### src/common/csc_pkg.sv
// constants, types and register map of the clock source and start-up control
// assumes one system clock; option bits arrive from the non-volatile store
`default_nettype none

package csc_pkg;

    // counter width for the longest settling count
    localparam int unsigned CNT_W = 17;

    // start-up counts
    localparam int unsigned CK_RESET_SRC      = 14;
    localparam int unsigned CK_WAKE_RC_EXT    = 6;
    localparam int unsigned CK_WAKE_258       = 258;
    localparam int unsigned CK_WAKE_1K        = 1024;
    localparam int unsigned CK_WAKE_16K       = 16384;
    localparam int unsigned CK_WAKE_32K       = 32768;
    localparam int unsigned WDT_SHORT_CYCLES  = 4096;
    localparam int unsigned WDT_LONG_CYCLES   = 65536;
    localparam int unsigned PRESCALE_DIV8_TOP = 7;

    // option codes, stored sense
    localparam logic [3:0] SEL_RC           = 4'h2;
    localparam logic [3:0] SEL_EXT          = 4'h0;
    localparam logic [3:0] SEL_LOWFREQ_FAST = 4'h6;
    localparam logic [3:0] SEL_LOWFREQ_SLOW = 4'h7;

    // factory option values
    localparam logic [3:0] FACTORY_CLOCK_SELECT = 4'h2;
    localparam logic [1:0] FACTORY_STARTUP      = 2'h2;
    localparam logic       FACTORY_DIV8         = 1'h0;

    // register byte offsets
    localparam logic [7:0] CTRL_OFFSET   = 8'h00;
    localparam logic [7:0] STATUS_OFFSET = 8'h04;
    localparam logic [7:0] OPTION_OFFSET = 8'h08;

    // control register fields and reset value
    localparam int unsigned CTRL_MODE_LSB  = 0;
    localparam int unsigned CTRL_SLEEP_BIT = 3;
    localparam logic [2:0]  CTRL_RESET     = 3'h0;

    // status register fields
    localparam int unsigned STAT_STATE_LSB  = 0;
    localparam int unsigned STAT_SOURCE_LSB = 4;
    localparam int unsigned STAT_OPTERR_BIT = 6;
    localparam int unsigned STAT_DIV8_BIT   = 7;
    localparam int unsigned STAT_MODE_LSB   = 8;
    localparam int unsigned STAT_EN_LSB     = 12;

    // option register fields
    localparam int unsigned OPT_SEL_LSB  = 0;
    localparam int unsigned OPT_SUT_LSB  = 4;
    localparam int unsigned OPT_DIV8_BIT = 6;

    localparam logic [1:0] HTRANS_NONSEQ = 2'h2;
    localparam logic [1:0] HRESP_OKAY    = 2'h0;

    typedef enum logic [1:0] {
        SRC_CRYSTAL = 2'b00,
        SRC_LOWFREQ = 2'b01,
        SRC_RC      = 2'b10,
        SRC_EXT     = 2'b11
    } csc_source_t;

    typedef enum logic [2:0] {
        ST_LATCH   = 3'b000,
        ST_RST_SRC = 3'b001,
        ST_RST_WDT = 3'b010,
        ST_RUN     = 3'b011,
        ST_SLEEP   = 3'b100,
        ST_WAKE    = 3'b101
    } csc_state_t;

    typedef enum logic [2:0] {
        SLP_IDLE      = 3'b000,
        SLP_ADC_NOISE = 3'b001,
        SLP_PDOWN     = 3'b010,
        SLP_PSAVE     = 3'b011,
        SLP_STANDBY   = 3'b110
    } csc_sleep_t;

endpackage

`default_nettype wire

### src/hw/csc_cycle_counter.sv
// counts enable ticks up to a target and holds done until restarted
// target held stable while counting; zero target done at once
`default_nettype none

module csc_cycle_counter #(
    parameter int unsigned WIDTH = 17
) (
    // clock and reset
    input  wire logic             hclk,
    input  wire logic             hresetn,
    // control
    input  wire logic             start,
    input  wire logic             tick,
    input  wire logic [WIDTH-1:0] target,
    // result
    output logic                  done
);
    import csc_pkg::*;

    typedef struct packed {
        logic [WIDTH-1:0] count;
        logic             busy;
        logic             done;
    } csc_cnt_state_t;

    csc_cnt_state_t s;
    csc_cnt_state_t next_s;

    if (WIDTH < 2) begin : g_bad_width
        $error("counter width too small");
    end

    always_comb begin
        next_s = s;
        if (start) begin
            next_s.count = '0;
            next_s.busy  = (target != '0);
            next_s.done  = (target == '0);
        end else if (s.busy && tick) begin
            next_s.count = s.count + WIDTH'(1);
            if (s.count + WIDTH'(1) == target) begin
                next_s.busy = 1'b0;
                next_s.done = 1'b1;
            end
        end
    end

    always_ff @(posedge hclk or negedge hresetn) begin
        if (!hresetn) begin
            s <= '0;
        end else begin
            s <= next_s;
        end
    end

    assign done = s.done;

endmodule

`default_nettype wire

### src/hw/csc_ahb_regs.sv
// ahb-lite slave for the control, status and option registers
// assumes single word transfers; zero wait states, always okay
`default_nettype none

module csc_ahb_regs (
    // clock and reset
    input  wire logic        hclk,
    input  wire logic        hresetn,
    // ahb-lite slave
    input  wire logic        hsel,
    input  wire logic [31:0] haddr,
    input  wire logic [1:0]  htrans,
    input  wire logic        hwrite,
    input  wire logic [2:0]  hsize,
    input  wire logic [31:0] hwdata,
    input  wire logic        hready,
    output logic      [31:0] hrdata,
    output logic             hreadyout,
    output logic      [1:0]  hresp,
    // block side
    input  wire logic [31:0] status_word,
    input  wire logic [31:0] option_word,
    output logic      [2:0]  sleep_mode,
    output logic             sleep_req
);
    import csc_pkg::*;

    typedef struct packed {
        logic        wr_pending;
        logic [7:0]  wr_addr;
        logic [2:0]  mode;
        logic        sleep_req;
        logic [31:0] rdata;
    } csc_bus_state_t;

    csc_bus_state_t s;
    csc_bus_state_t next_s;
    logic           take;
    logic           mapped;

    always_comb begin
        take   = hsel && hready && htrans[1];
        mapped = (haddr[31:8] == 24'h000000);
        next_s           = s;
        next_s.sleep_req = 1'b0;
        next_s.wr_pending = take && hwrite && mapped;
        next_s.wr_addr   = haddr[7:0];
        // data phase of a write
        if (s.wr_pending && s.wr_addr == CTRL_OFFSET) begin
            next_s.mode      = hwdata[CTRL_MODE_LSB +: 3];
            next_s.sleep_req = hwdata[CTRL_SLEEP_BIT];
        end
        // read address phase: capture for data phase
        if (take && !hwrite) begin
            next_s.rdata = 32'h00000000;
            if (mapped) begin
                unique case (haddr[7:0])
                    CTRL_OFFSET:   next_s.rdata[CTRL_MODE_LSB +: 3] = s.mode;
                    STATUS_OFFSET: next_s.rdata = status_word;
                    OPTION_OFFSET: next_s.rdata = option_word;
                    default:       next_s.rdata = 32'h00000000;
                endcase
            end
        end
    end

    always_ff @(posedge hclk or negedge hresetn) begin
        if (!hresetn) begin
            s      <= '0;
            s.mode <= CTRL_RESET;
        end else begin
            s <= next_s;
        end
    end

    assign hrdata     = s.rdata;
    assign hreadyout  = 1'b1;
    assign hresp      = HRESP_OKAY;
    assign sleep_mode = s.mode;
    assign sleep_req  = s.sleep_req;

endmodule

`default_nettype wire

### src/hw/csc_clock_control.sv
// clock source decode, start-up timing and clock domain gating
// assumes source, watchdog and async oscillator edges arrive as one-cycle
// ticks synchronous to hclk; wake_event comes from asynchronous wake logic
//
// Operation
// - clock select codes: 1xxx crystal, 011x low-freq, 0010 rc, 0000 external
// - option bits inverted: stored one unprogrammed, stored zero programmed
// - wake from power-down or power-save counts source start-up before execution
// - reset adds settling delay counted on watchdog oscillator after source count
// - settling delay is 0, 4096 or 65536 watchdog oscillator cycles
// - factory default: rc code 0010, start-up option 10, divide by eight
// - crystal frequency mode from upper three select bits: 100 to 111
// - crystal wake count 258, 1K or 16K from low bit and start-up option
// - crystal reset delay 14 cycles plus optional 4.1 ms or 65 ms
// - sleep modes stop clocks of unused modules
// - core clock stopped halts all core operation
// - peripheral clock drives timers; some external interrupts wake asynchronously
// - serial start detection works asynchronously in every sleep mode
// - memory interface clock gated together with core clock
// - asynchronous timer domain keeps running while device sleeps
// - converter clock runs in adc noise mode while core and peripheral clocks stop; power-down, power-save and standby stop it too
// - low-frequency crystal wake count 1K for 0110, 32K for 0111
// - rc and external wake count 6; reset 14 plus option delay
`default_nettype none

module csc_clock_control #(
    parameter int unsigned WDT_SHORT = csc_pkg::WDT_SHORT_CYCLES,
    parameter int unsigned WDT_LONG  = csc_pkg::WDT_LONG_CYCLES,
    parameter int unsigned WAKE_16K  = csc_pkg::CK_WAKE_16K,
    parameter int unsigned WAKE_32K  = csc_pkg::CK_WAKE_32K
) (
    // clock and reset
    input  wire logic        hclk,
    input  wire logic        hresetn,
    // ahb-lite slave
    input  wire logic        hsel,
    input  wire logic [31:0] haddr,
    input  wire logic [1:0]  htrans,
    input  wire logic        hwrite,
    input  wire logic [2:0]  hsize,
    input  wire logic [31:0] hwdata,
    input  wire logic        hready,
    output logic      [31:0] hrdata,
    output logic             hreadyout,
    output logic      [1:0]  hresp,
    // non-volatile option bits, stored sense
    input  wire logic [3:0]  clock_source_select_option,
    input  wire logic [1:0]  startup_time_option,
    input  wire logic        divide_by_eight_option,
    input  wire logic        option_valid,
    // oscillator ticks and wake
    input  wire logic        source_tick,
    input  wire logic        watchdog_oscillator_tick,
    input  wire logic        async_tick,
    input  wire logic        wake_event,
    // oscillator configuration
    output logic      [1:0]  oscillator_kind,
    output logic      [2:0]  crystal_frequency_mode_bits,
    // reset and clock domain enables
    output logic             internal_reset_n,
    output logic             core_clock_en,
    output logic             flash_clock_en,
    output logic             io_clock_en,
    output logic             async_clock_en,
    output logic             adc_clock_en
);
    import csc_pkg::*;

    typedef struct packed {
        csc_state_t  state;
        logic [2:0]  prescale;
        logic [3:0]  opt_sel;
        logic [1:0]  opt_sut;
        logic        opt_div8;
        logic        opt_err;
        csc_source_t source;
        csc_sleep_t  mode;
        logic        src_start;
        logic        wdt_start;
        logic        reset_n;
        logic [4:0]  en;
    } csc_ctl_state_t;

    csc_ctl_state_t   s;
    csc_ctl_state_t   next_s;
    logic             src_done;
    logic             wdt_done;
    logic [CNT_W-1:0] src_target;
    logic [CNT_W-1:0] wdt_target;
    logic [31:0]      status_word;
    logic [31:0]      option_word;
    logic [2:0]       bus_mode;
    logic             sleep_req;
    logic             div8_on;
    logic             sys_tick;
    logic             mode_idle;
    logic             mode_adc;

    if (WDT_SHORT == 0 || WDT_LONG >= (1 << CNT_W) || WDT_SHORT > WDT_LONG
        || WAKE_16K < CK_WAKE_1K || WAKE_32K >= (1 << CNT_W)) begin : g_bad_counts
        $error("start-up counts out of range");
    end

    // source kind; reserved codes flagged
    function automatic logic [2:0] decode_source(input logic [3:0] sel);
        logic [2:0] r;
        if (sel[3]) begin
            r = {1'b0, SRC_CRYSTAL};
        end else if (sel == SEL_LOWFREQ_FAST || sel == SEL_LOWFREQ_SLOW) begin
            r = {1'b0, SRC_LOWFREQ};
        end else if (sel == SEL_RC) begin
            r = {1'b0, SRC_RC};
        end else if (sel == SEL_EXT) begin
            r = {1'b0, SRC_EXT};
        end else begin
            r = {1'b1, SRC_RC};
        end
        return r;
    endfunction

    // source cycles counted on wake
    function automatic logic [CNT_W-1:0] wake_count(input logic [3:0] sel,
                                                    input logic [1:0] sut);
        logic [CNT_W-1:0] r;
        r = CNT_W'(CK_WAKE_RC_EXT);
        if (sel[3]) begin
            if (!sel[0] && !sut[1]) begin
                r = CNT_W'(CK_WAKE_258);
            end else if (!sel[0] || sut == 2'h0) begin
                r = CNT_W'(CK_WAKE_1K);
            end else begin
                r = CNT_W'(WAKE_16K);
            end
        end else if (sel == SEL_LOWFREQ_FAST) begin
            r = CNT_W'(CK_WAKE_1K);
        end else if (sel == SEL_LOWFREQ_SLOW) begin
            r = CNT_W'(WAKE_32K);
        end
        return r;
    endfunction

    // watchdog cycles added after the 14-cycle reset count
    function automatic logic [CNT_W-1:0] settle_count(input logic [3:0] sel,
                                                      input logic [1:0] sut);
        logic [CNT_W-1:0] r;
        logic [2:0]       idx;
        idx = {sel[0], sut};
        if (sel[3]) begin
            unique case (idx)
                3'h0, 3'h3, 3'h6: r = CNT_W'(WDT_SHORT);
                3'h1, 3'h4, 3'h7: r = CNT_W'(WDT_LONG);
                3'h2, 3'h5:       r = '0;
            endcase
        end else begin
            unique case (sut)
                2'h0: r = '0;
                2'h1: r = CNT_W'(WDT_SHORT);
                2'h2: r = CNT_W'(WDT_LONG);
                2'h3: r = CNT_W'(WDT_LONG);
            endcase
        end
        return r;
    endfunction

    // system tick, divided by eight when programmed
    always_comb begin
        div8_on   = !s.opt_div8;
        sys_tick  = source_tick && (!div8_on || s.prescale == 3'(PRESCALE_DIV8_TOP));
        mode_idle = (s.state == ST_SLEEP) && (s.mode == SLP_IDLE);
        mode_adc  = (s.state == ST_SLEEP) && (s.mode == SLP_ADC_NOISE);
    end

    always_comb begin
        src_target = (s.state == ST_RST_SRC) ? CNT_W'(CK_RESET_SRC)
                                             : wake_count(s.opt_sel, s.opt_sut);
        wdt_target = settle_count(s.opt_sel, s.opt_sut);
    end

    always_comb begin
        logic [2:0] dec;
        dec              = 3'h0;
        next_s           = s;
        next_s.src_start = 1'b0;
        next_s.wdt_start = 1'b0;
        if (source_tick && div8_on) begin
            next_s.prescale = s.prescale + 3'h1;
        end
        unique case (s.state)
            ST_LATCH: begin
                if (option_valid) begin
                    next_s.opt_sel  = clock_source_select_option;
                    next_s.opt_sut  = startup_time_option;
                    next_s.opt_div8 = divide_by_eight_option;
                    dec             = decode_source(clock_source_select_option);
                end else begin
                    next_s.opt_sel  = FACTORY_CLOCK_SELECT;
                    next_s.opt_sut  = FACTORY_STARTUP;
                    next_s.opt_div8 = FACTORY_DIV8;
                    dec             = decode_source(FACTORY_CLOCK_SELECT);
                end
                // reserved codes fall back to rc
                if (dec[2]) begin
                    next_s.opt_sel = FACTORY_CLOCK_SELECT;
                end
                next_s.opt_err   = dec[2];
                next_s.source    = csc_source_t'(dec[1:0]);
                next_s.state     = ST_RST_SRC;
                next_s.src_start = 1'b1;
            end
            ST_RST_SRC: begin
                if (src_done && !s.src_start) begin
                    next_s.state     = ST_RST_WDT;
                    next_s.wdt_start = 1'b1;
                end
            end
            ST_RST_WDT: begin
                if (wdt_done && !s.wdt_start) begin
                    next_s.state   = ST_RUN;
                    next_s.reset_n = 1'b1;
                end
            end
            ST_RUN: begin
                if (sleep_req) begin
                    next_s.state = ST_SLEEP;
                    next_s.mode  = csc_sleep_t'(bus_mode);
                    if (bus_mode != SLP_ADC_NOISE && bus_mode != SLP_PDOWN
                        && bus_mode != SLP_PSAVE && bus_mode != SLP_STANDBY) begin
                        next_s.mode = SLP_IDLE;
                    end
                end
            end
            ST_SLEEP: begin
                // wake is taken without the io clock
                if (wake_event) begin
                    if (s.mode == SLP_PDOWN || s.mode == SLP_PSAVE) begin
                        next_s.state     = ST_WAKE;
                        next_s.src_start = 1'b1;
                    end else begin
                        next_s.state = ST_RUN;
                    end
                end
            end
            ST_WAKE: begin
                if (src_done && !s.src_start) begin
                    next_s.state = ST_RUN;
                end
            end
            default: begin
                next_s.state = ST_LATCH;
            end
        endcase
        // domain enables: core, flash, io, async, adc
        next_s.en[0] = sys_tick && (s.state == ST_RUN);
        next_s.en[1] = sys_tick && (s.state == ST_RUN);
        next_s.en[2] = sys_tick && (s.state == ST_RUN || mode_idle);
        next_s.en[3] = async_tick && s.reset_n;
        next_s.en[4] = sys_tick && (s.state == ST_RUN || mode_idle || mode_adc);
    end

    always_ff @(posedge hclk or negedge hresetn) begin
        if (!hresetn) begin
            s        <= '0;
            s.source <= SRC_RC;
        end else begin
            s <= next_s;
        end
    end

    csc_cycle_counter #(
        .WIDTH (CNT_W)
    ) u_source_counter (
        .hclk    (hclk),
        .hresetn (hresetn),
        .start   (s.src_start),
        .tick    (source_tick),
        .target  (src_target),
        .done    (src_done)
    );

    csc_cycle_counter #(
        .WIDTH (CNT_W)
    ) u_watchdog_counter (
        .hclk    (hclk),
        .hresetn (hresetn),
        .start   (s.wdt_start),
        .tick    (watchdog_oscillator_tick),
        .target  (wdt_target),
        .done    (wdt_done)
    );

    always_comb begin
        status_word = 32'h00000000;
        status_word[STAT_STATE_LSB +: 3]  = s.state;
        status_word[STAT_SOURCE_LSB +: 2] = s.source;
        status_word[STAT_OPTERR_BIT]      = s.opt_err;
        status_word[STAT_DIV8_BIT]        = div8_on;
        status_word[STAT_MODE_LSB +: 3]   = s.mode;
        status_word[STAT_EN_LSB +: 5]     = s.en;
        option_word = 32'h00000000;
        option_word[OPT_SEL_LSB +: 4] = s.opt_sel;
        option_word[OPT_SUT_LSB +: 2] = s.opt_sut;
        option_word[OPT_DIV8_BIT]     = s.opt_div8;
    end

    csc_ahb_regs u_regs (
        .hclk        (hclk),
        .hresetn     (hresetn),
        .hsel        (hsel),
        .haddr       (haddr),
        .htrans      (htrans),
        .hwrite      (hwrite),
        .hsize       (hsize),
        .hwdata      (hwdata),
        .hready      (hready),
        .hrdata      (hrdata),
        .hreadyout   (hreadyout),
        .hresp       (hresp),
        .status_word (status_word),
        .option_word (option_word),
        .sleep_mode  (bus_mode),
        .sleep_req   (sleep_req)
    );

    assign oscillator_kind             = s.source;
    assign crystal_frequency_mode_bits = (s.source == SRC_CRYSTAL) ? s.opt_sel[3:1]
                                                                   : 3'h0;
    assign internal_reset_n = s.reset_n;
    assign core_clock_en    = s.en[0];
    assign flash_clock_en   = s.en[1];
    assign io_clock_en      = s.en[2];
    assign async_clock_en   = s.en[3];
    assign adc_clock_en     = s.en[4];

endmodule

`default_nettype wire

### config.mk
export PLATFORM = sky130hd
export DESIGN_NAME = csc_clock_control
export DESIGN_NICKNAME = d
export VERILOG_FILES = /design/src/common/csc_pkg.sv /design/src/hw/csc_cycle_counter.sv /design/src/hw/csc_ahb_regs.sv /design/src/hw/csc_clock_control.sv
export SDC_FILE = /design/constraint.sdc
export NUM_CORES = 1
export LEC_CHECK = 0
export BUFFER_PORTS_ARGS = -buffer_cell sky130_fd_sc_hd__buf_2
export CAP_MARGIN = 20
export CORE_UTILIZATION = 60
export CTS_CLUSTER_SIZE = 24
export DETAILED_ROUTE_END_ITERATION = 16
export GPL_TIMING_DRIVEN = 1
export PLACE_DENSITY = 0.86
export SKIP_LAST_GASP = 1
export SLEW_MARGIN = 0
export SYNTH_ARGS = -nofsm -noshare
export SYNTH_HDL_FRONTEND = slang
export SYNTH_HIERARCHICAL = 1
export SYNTH_SLANG_ARGS = --single-unit
### constraint.sdc
create_clock -name hclk -period 4.6 [get_ports hclk]
set_input_delay 1.38 -clock hclk [delete_from_list [all_inputs] [get_ports hclk]]
set_output_delay 1.38 -clock hclk [all_outputs]
set_load 0.05 [all_outputs]
After elaboration in Yosys (flattened, before gate mapping)
Memories as Yosys holds them, arrays and structs flattened.
Index checks and enable logic that the tools add are counted.
{ "op_classes": {"n_lt_le_gt_ge": 0, "reduce_logical": 56, "multipliers": 0, "add_sub_neg": 3, "mux": 40, "eq_ne": 30, "div": 0, "n_shift": 0, "bitwise": 0} }
{ "ops": {"columns": ["cell", "n"], "rows": [
  ["$mux W19", 4],
  ["$mux W17", 3],
  ["$pmux W17 S3", 1],
  ["$mux W3", 14],
  ["$add A17 B1 Y17 const B", 2],
  ["$eq A17 B17 Y1", 2],
  ["$logic_not A17 Y1", 2],
  ["$reduce_bool A17 Y1", 2],
  ["$mux W16", 2],
  ["$mux W32", 1],
  ["$mux W15", 2],
  ["$pmux W14 S2", 1],
  ["$logic_not A24 Y1", 1],
  ["$logic_and A1 B1 Y1", 22],
  ["$pmux W3 S6", 1],
  ["$eq A4 B3 Y1 const B", 4],
  ["$logic_not A8 Y1", 2],
  ["$eq A3 B2 Y1 const B", 4],
  ["$eq A3 B3 Y1 const B", 3],
  ["$pmux W3 S3", 1],
  ["$eq A8 B3 Y1 const B", 1],
  ["$eq A8 B4 Y1 const B", 1],
  ["$reduce_and A2 Y1", 4],
  ["$reduce_bool A2 Y1", 4],
  ["other kinds (22)", 45]
]} }
{ "word_totals": {"out_inout_bits": 46, "ff_bits": 110, "ram_bits": 0, "latchBits": 0, "wordCells": 153, "rom_bits": 16, "mem_count": 1, "inputBits": 86} }
{ "memory_table": {"columns": ["name", "depth", "word_bits", "rd", "rd_ports_with_merged_regs", "wr", "line_no", "rtl"], "rows": [
  ["(no name shown)", 8, 2, 1, 0, 0, "csc_clock_control.sv:149", "unique case (idx)"]
]} }

Longest topological paths before layout
{ "depth": {"word_depth": 10, "mapped_depth": 11, "mapped_depth_nobuf": 11} }

Cells and area by module
Netlist, hierarchy kept.
{ "by_module_without_submodules": {"columns": ["mod", "seq_area_each_um2", "area_each_um2", "instances", "cells_per_inst"], "rows": [
  ["csc_cycle_counter", 475.5, 1466.4, 2, 174],
  ["csc_ahb_regs", 1126.1, 2476.1, 1, 231],
  ["csc_clock_control", 651.9, 1396.3, 1, 153]
]} }

Worst setup path before layout
OpenSTA, ideal clock, no wires.
{ "synth_path": {"path_kind": "input-to-reg", "start": "in source_tick", "end": "reg u_source_counter/s[1] (netlist bit)", "stages": 6, "setup_time_ns": 0.136, "path_buffers": 0, "t_required_ns": 4.464, "arrival_ns": 2.664, "setup_slack_ns": 1.800, "path_cell_list": "nand2_1 nor3_1 nand3_1 or4_4 nor4_2 nor3_1"} }
{ "synth_between": {"elab_chain_cells": 3} }
{ "synth_lines": {"columns": ["element", "line_no", "rtl"], "rows": [
  ["start, declared", "csc_clock_control.sv:52", "input wire logic source_tick,"],
  ["$logic_and A1 B1 Y1", "csc_cycle_counter.sv:39", "end else if (s.busy && tick) begin"],
  ["$reduce_bool A2 Y1 (no source line)", null, null],
  ["$reduce_and A2 Y1 (no source line)", null, null],
  ["end signal, assigned", "csc_cycle_counter.sv:52", "s <= next_s;"],
  ["end, declared", "csc_cycle_counter.sv:26", "csc_cnt_state_t s;"]
]} }
No other way between the ends.
A chain may end at the register's enable or synchronous reset.

Worst setup path in the final report
{ "layout_path": {"start": "in haddr[27]", "end": "reg u_regs.s, in the netlist u_regs/hrdata[5]"} }
{ "layout_between": {"elab_chain_cells": 2} }
{ "layout_lines": {"columns": ["element", "line_no", "rtl"], "rows": [
  ["start, declared", "csc_clock_control.sv:37", "input wire logic [31:0] haddr,"],
  ["$logic_not A24 Y1", "csc_ahb_regs.sv:43", "mapped = (haddr[31:8] == 24'h000000);"],
  ["$mux W32", "csc_ahb_regs.sv:56", "if (mapped) begin"],
  ["end signal, assigned", "csc_ahb_regs.sv:72", "s <= next_s;"],
  ["end, declared", "csc_ahb_regs.sv:36", "csc_bus_state_t s;"]
]} }
No other way between the ends.

==> out/results.tsv <==
metric	value	unit
place_congestion	0.870	
syn_area_per_cell	9.30	um^2
core_area	0.0109	mm^2
slew_headroom	0.386	
diodes	0	
hpwl	10400	um
clkLatencyLatePin	0.35	ns
finalNonFillerCells	1010	
p_per_area	367	mW/mm^2
rows	38	
cp-end-kind	register	
stdcell_area	0.00767	mm^2
ys_ff_latch	109	
hold_path_class	reg -> reg	
htree_levels	3	
ys_seq_area_frac	0.401	
synth_edf_count	0	
place_area	0.00738	mm^2
die_h	109	um
hold_viol_final	0	
via_count	5612	
grt_max_degree	62	
crit_path_top_delay_cell	or3_2	
drive_above_1_share	0.205	
slew_viol_final	0	
nNetsFinal	960	
fin_total_pwr	2820	uW
path_cells	buf_2 > nor4_1 > nand4_1 > or3_2 > o31ai_2	
crit_buf_inv	1	
rsz0062_at_grt	false	
critPathRequiredTime	4.85	ns
synth-main-ff-cell	dfrtp_1	
final_common_cell	dfrtp_1	
dr.first_iter.drc_count	335	
startpoint_type	primary input	
critPathKind	in -> reg	
post_cts_buffers	0	
syn_inst	732	
track_usage	0.265	
viasPerCell	5.56	
synth.cell_area	0.00681	mm^2
crit_fanout	32	
ios	132	
skew	0.00672	ns
syn2layout_area_growth	12.7	%
die_w	109	um
port-buffer-count	96	
routedWlPerCell	14.5	um
final_util	0.701	
die-area	0.0118	mm^2
tritoncts	yes	
critPathMaxStageDelay	0.89	ns
maxCapViolCount	0	
p_leak	0.00350	uW
cts_buffer_depth	2	
period_share	0.642	
final_cell_mix	dfrtp_1, conb_1, buf_2, nand2_1, nor2_1	
synthArstFlopShare	1.00	
dp.cells	994	
postCtsHoldBufs	0	
outcome	completed	
clk_pin_slew_worst_paths	0.07	ns
ys_types	60	
cts.sinks	109	
setup_violations	0	
drtAntennaViolNets	0	
antenna_found_initial	0	
first_global_vias	5147	
wl	14700	um
peakVddDrop	0.347	mV
route.detailed.drc	0	
fin_crit	2.96	ns
r2r_setup_slack	1.76	ns
numCtsBuffers	9	
grt_pass1_wl	24300	um
cts_resized	0	
tightest_slew	0.921	ns
cts_root_buf	clkbuf_16	
firstDrtPassIters	5	
ys_warn_count	6	
crit_family	simple AND/OR/NAND/NOR gates	
critPathArrivalTime	3.21	ns
fin_tns_setup	0	ns
max_clock_freq	0.338	GHz
grt-ovfl-total	0	
initial_core_util	0.622	
-- registers in the layout, indices dropped and copies added, names as in the netlist --
signal	cells
adc_clock_en	1
async_clock_en	1
flash_clock_en	1
internal_reset_n	1
io_clock_en	1
option_word	7
oscillator_kind	2
s	12
u_regs/hrdata	32
u_regs/s	9
u_regs/sleep_mode	3
u_regs/sleep_req	1
u_source_counter/done	1
u_source_counter/s	18
u_watchdog_counter/done	1
u_watchdog_counter/s	18
-- per-stage QoR --
step                hold WS, ns  setup WS (ns)
detailed placement        0.468           1.30
floorplan                 0.448           1.80
global route              0.510           1.47
finish                    0.481           1.64
global placement          0.462           1.34
CTS                       0.485           1.67
-- area by class of cell --
class,instances,area (um^2)
Clock buffer,10,239
Clock inverter,5,45.0
Fill cell,880,3270
Timing Repair Buffer,102,526
Inverter,18,67.6
Multi-Input combinational cell,626,3890
Tap cell,140,175
Sequential cell,109,2730
-- cell families (layout without fill, tap and decap cells) --
group / count (synthesis) / count (layout) / share of synthesized area
AO/OA/AOI/OAI: 142 / 142 / 0.166
flip-flops: 109 / 109 / 0.401
AND/OR/NAND/NOR: 284 / 284 / 0.217
XOR/XNOR: 73 / 73 / 0.0940
buffers and inverters: 101 / 135 / 0.0862
multiplexers: 12 / 12 / 0.0191
adder cells (fa/ha/maj): 8 / 8 / 0.0147
other: 3 / 107 / 0.00165
-- final timing paths --
kind | start | end | cells past startpoint
hold / removal | u_regs/hrdata[20]$_DFFE_PN0P_ | u_regs/hrdata[20]$_DFFE_PN0P_ | 2
min in group asynchronous | hresetn | u_regs/hrdata[25]$_DFFE_PN0P_ | 1
max in group asynchronous | hresetn | oscillator_kind[1]$_DFFE_PN1P_ | 2
setup / recovery | haddr[27] | u_regs/hrdata[5]$_DFFE_PN0P_ | 5
setup reg to reg | option_word[5]$_DFFE_PN0P_ | u_source_counter/s[1]$_DFFE_PN0P_ | 10
hold reg to reg | u_regs/hrdata[20]$_DFFE_PN0P_ | u_regs/hrdata[20]$_DFFE_PN0P_ | 2
-- where the power goes --
part           total (uW)  internal (uW)  switching (uW)
Sequential           1280           1070             212
Clock                 744            386             358
Combinational         797            320             477
Total                2820           1770            1050
-- worst min-delay path, stage by stage (launching register included) --
cell	delay [ns]
dfrtp_1	0.34
nand2_1	0.06
o31ai_2	0.05
-- cells in the mapped netlist (4+ instances only) --
library cell	n	area, um^2
a211oi_1	5	37.5
a21o_1	4	30.0
a21oi_1	22	110
a22oi_1	31	233
a31oi_1	8	50.1
and2_1	5	31.3
and4_2	4	40.0
buf_2	8	40.0
buf_4	43	323
clkbuf_1	24	90.1
dfrtp_1	108	2700
ha_1	8	100
inv_1	17	63.8
mux2_2	8	90.1
mux2i_1	4	40.0
nand2_1	82	308
nand2b_1	10	62.6
nand3_1	23	115
nand4_1	10	62.6
nand4b_1	4	35.0
nor2_1	63	236
nor2b_1	6	37.5
nor3_1	19	95.1
nor4_1	29	181
o2111ai_1	5	43.8
o21ai_0	13	65.1
o21ai_1	5	25.0
o31ai_1	5	37.5
o31ai_2	30	375
or3_1	6	37.5
xnor2_1	38	333
xor2_1	35	307
-- layer usage --
layer	up-vias	share of wire	global-route usage
li1	2736	-	-
met1	2703	0.44	0.350
met2	154	0.49	0.434
met3	19	0.054	0.0542
met4	0	0.018	0.0907
met5	-	0	0
(Power assumes the default switching activity.)
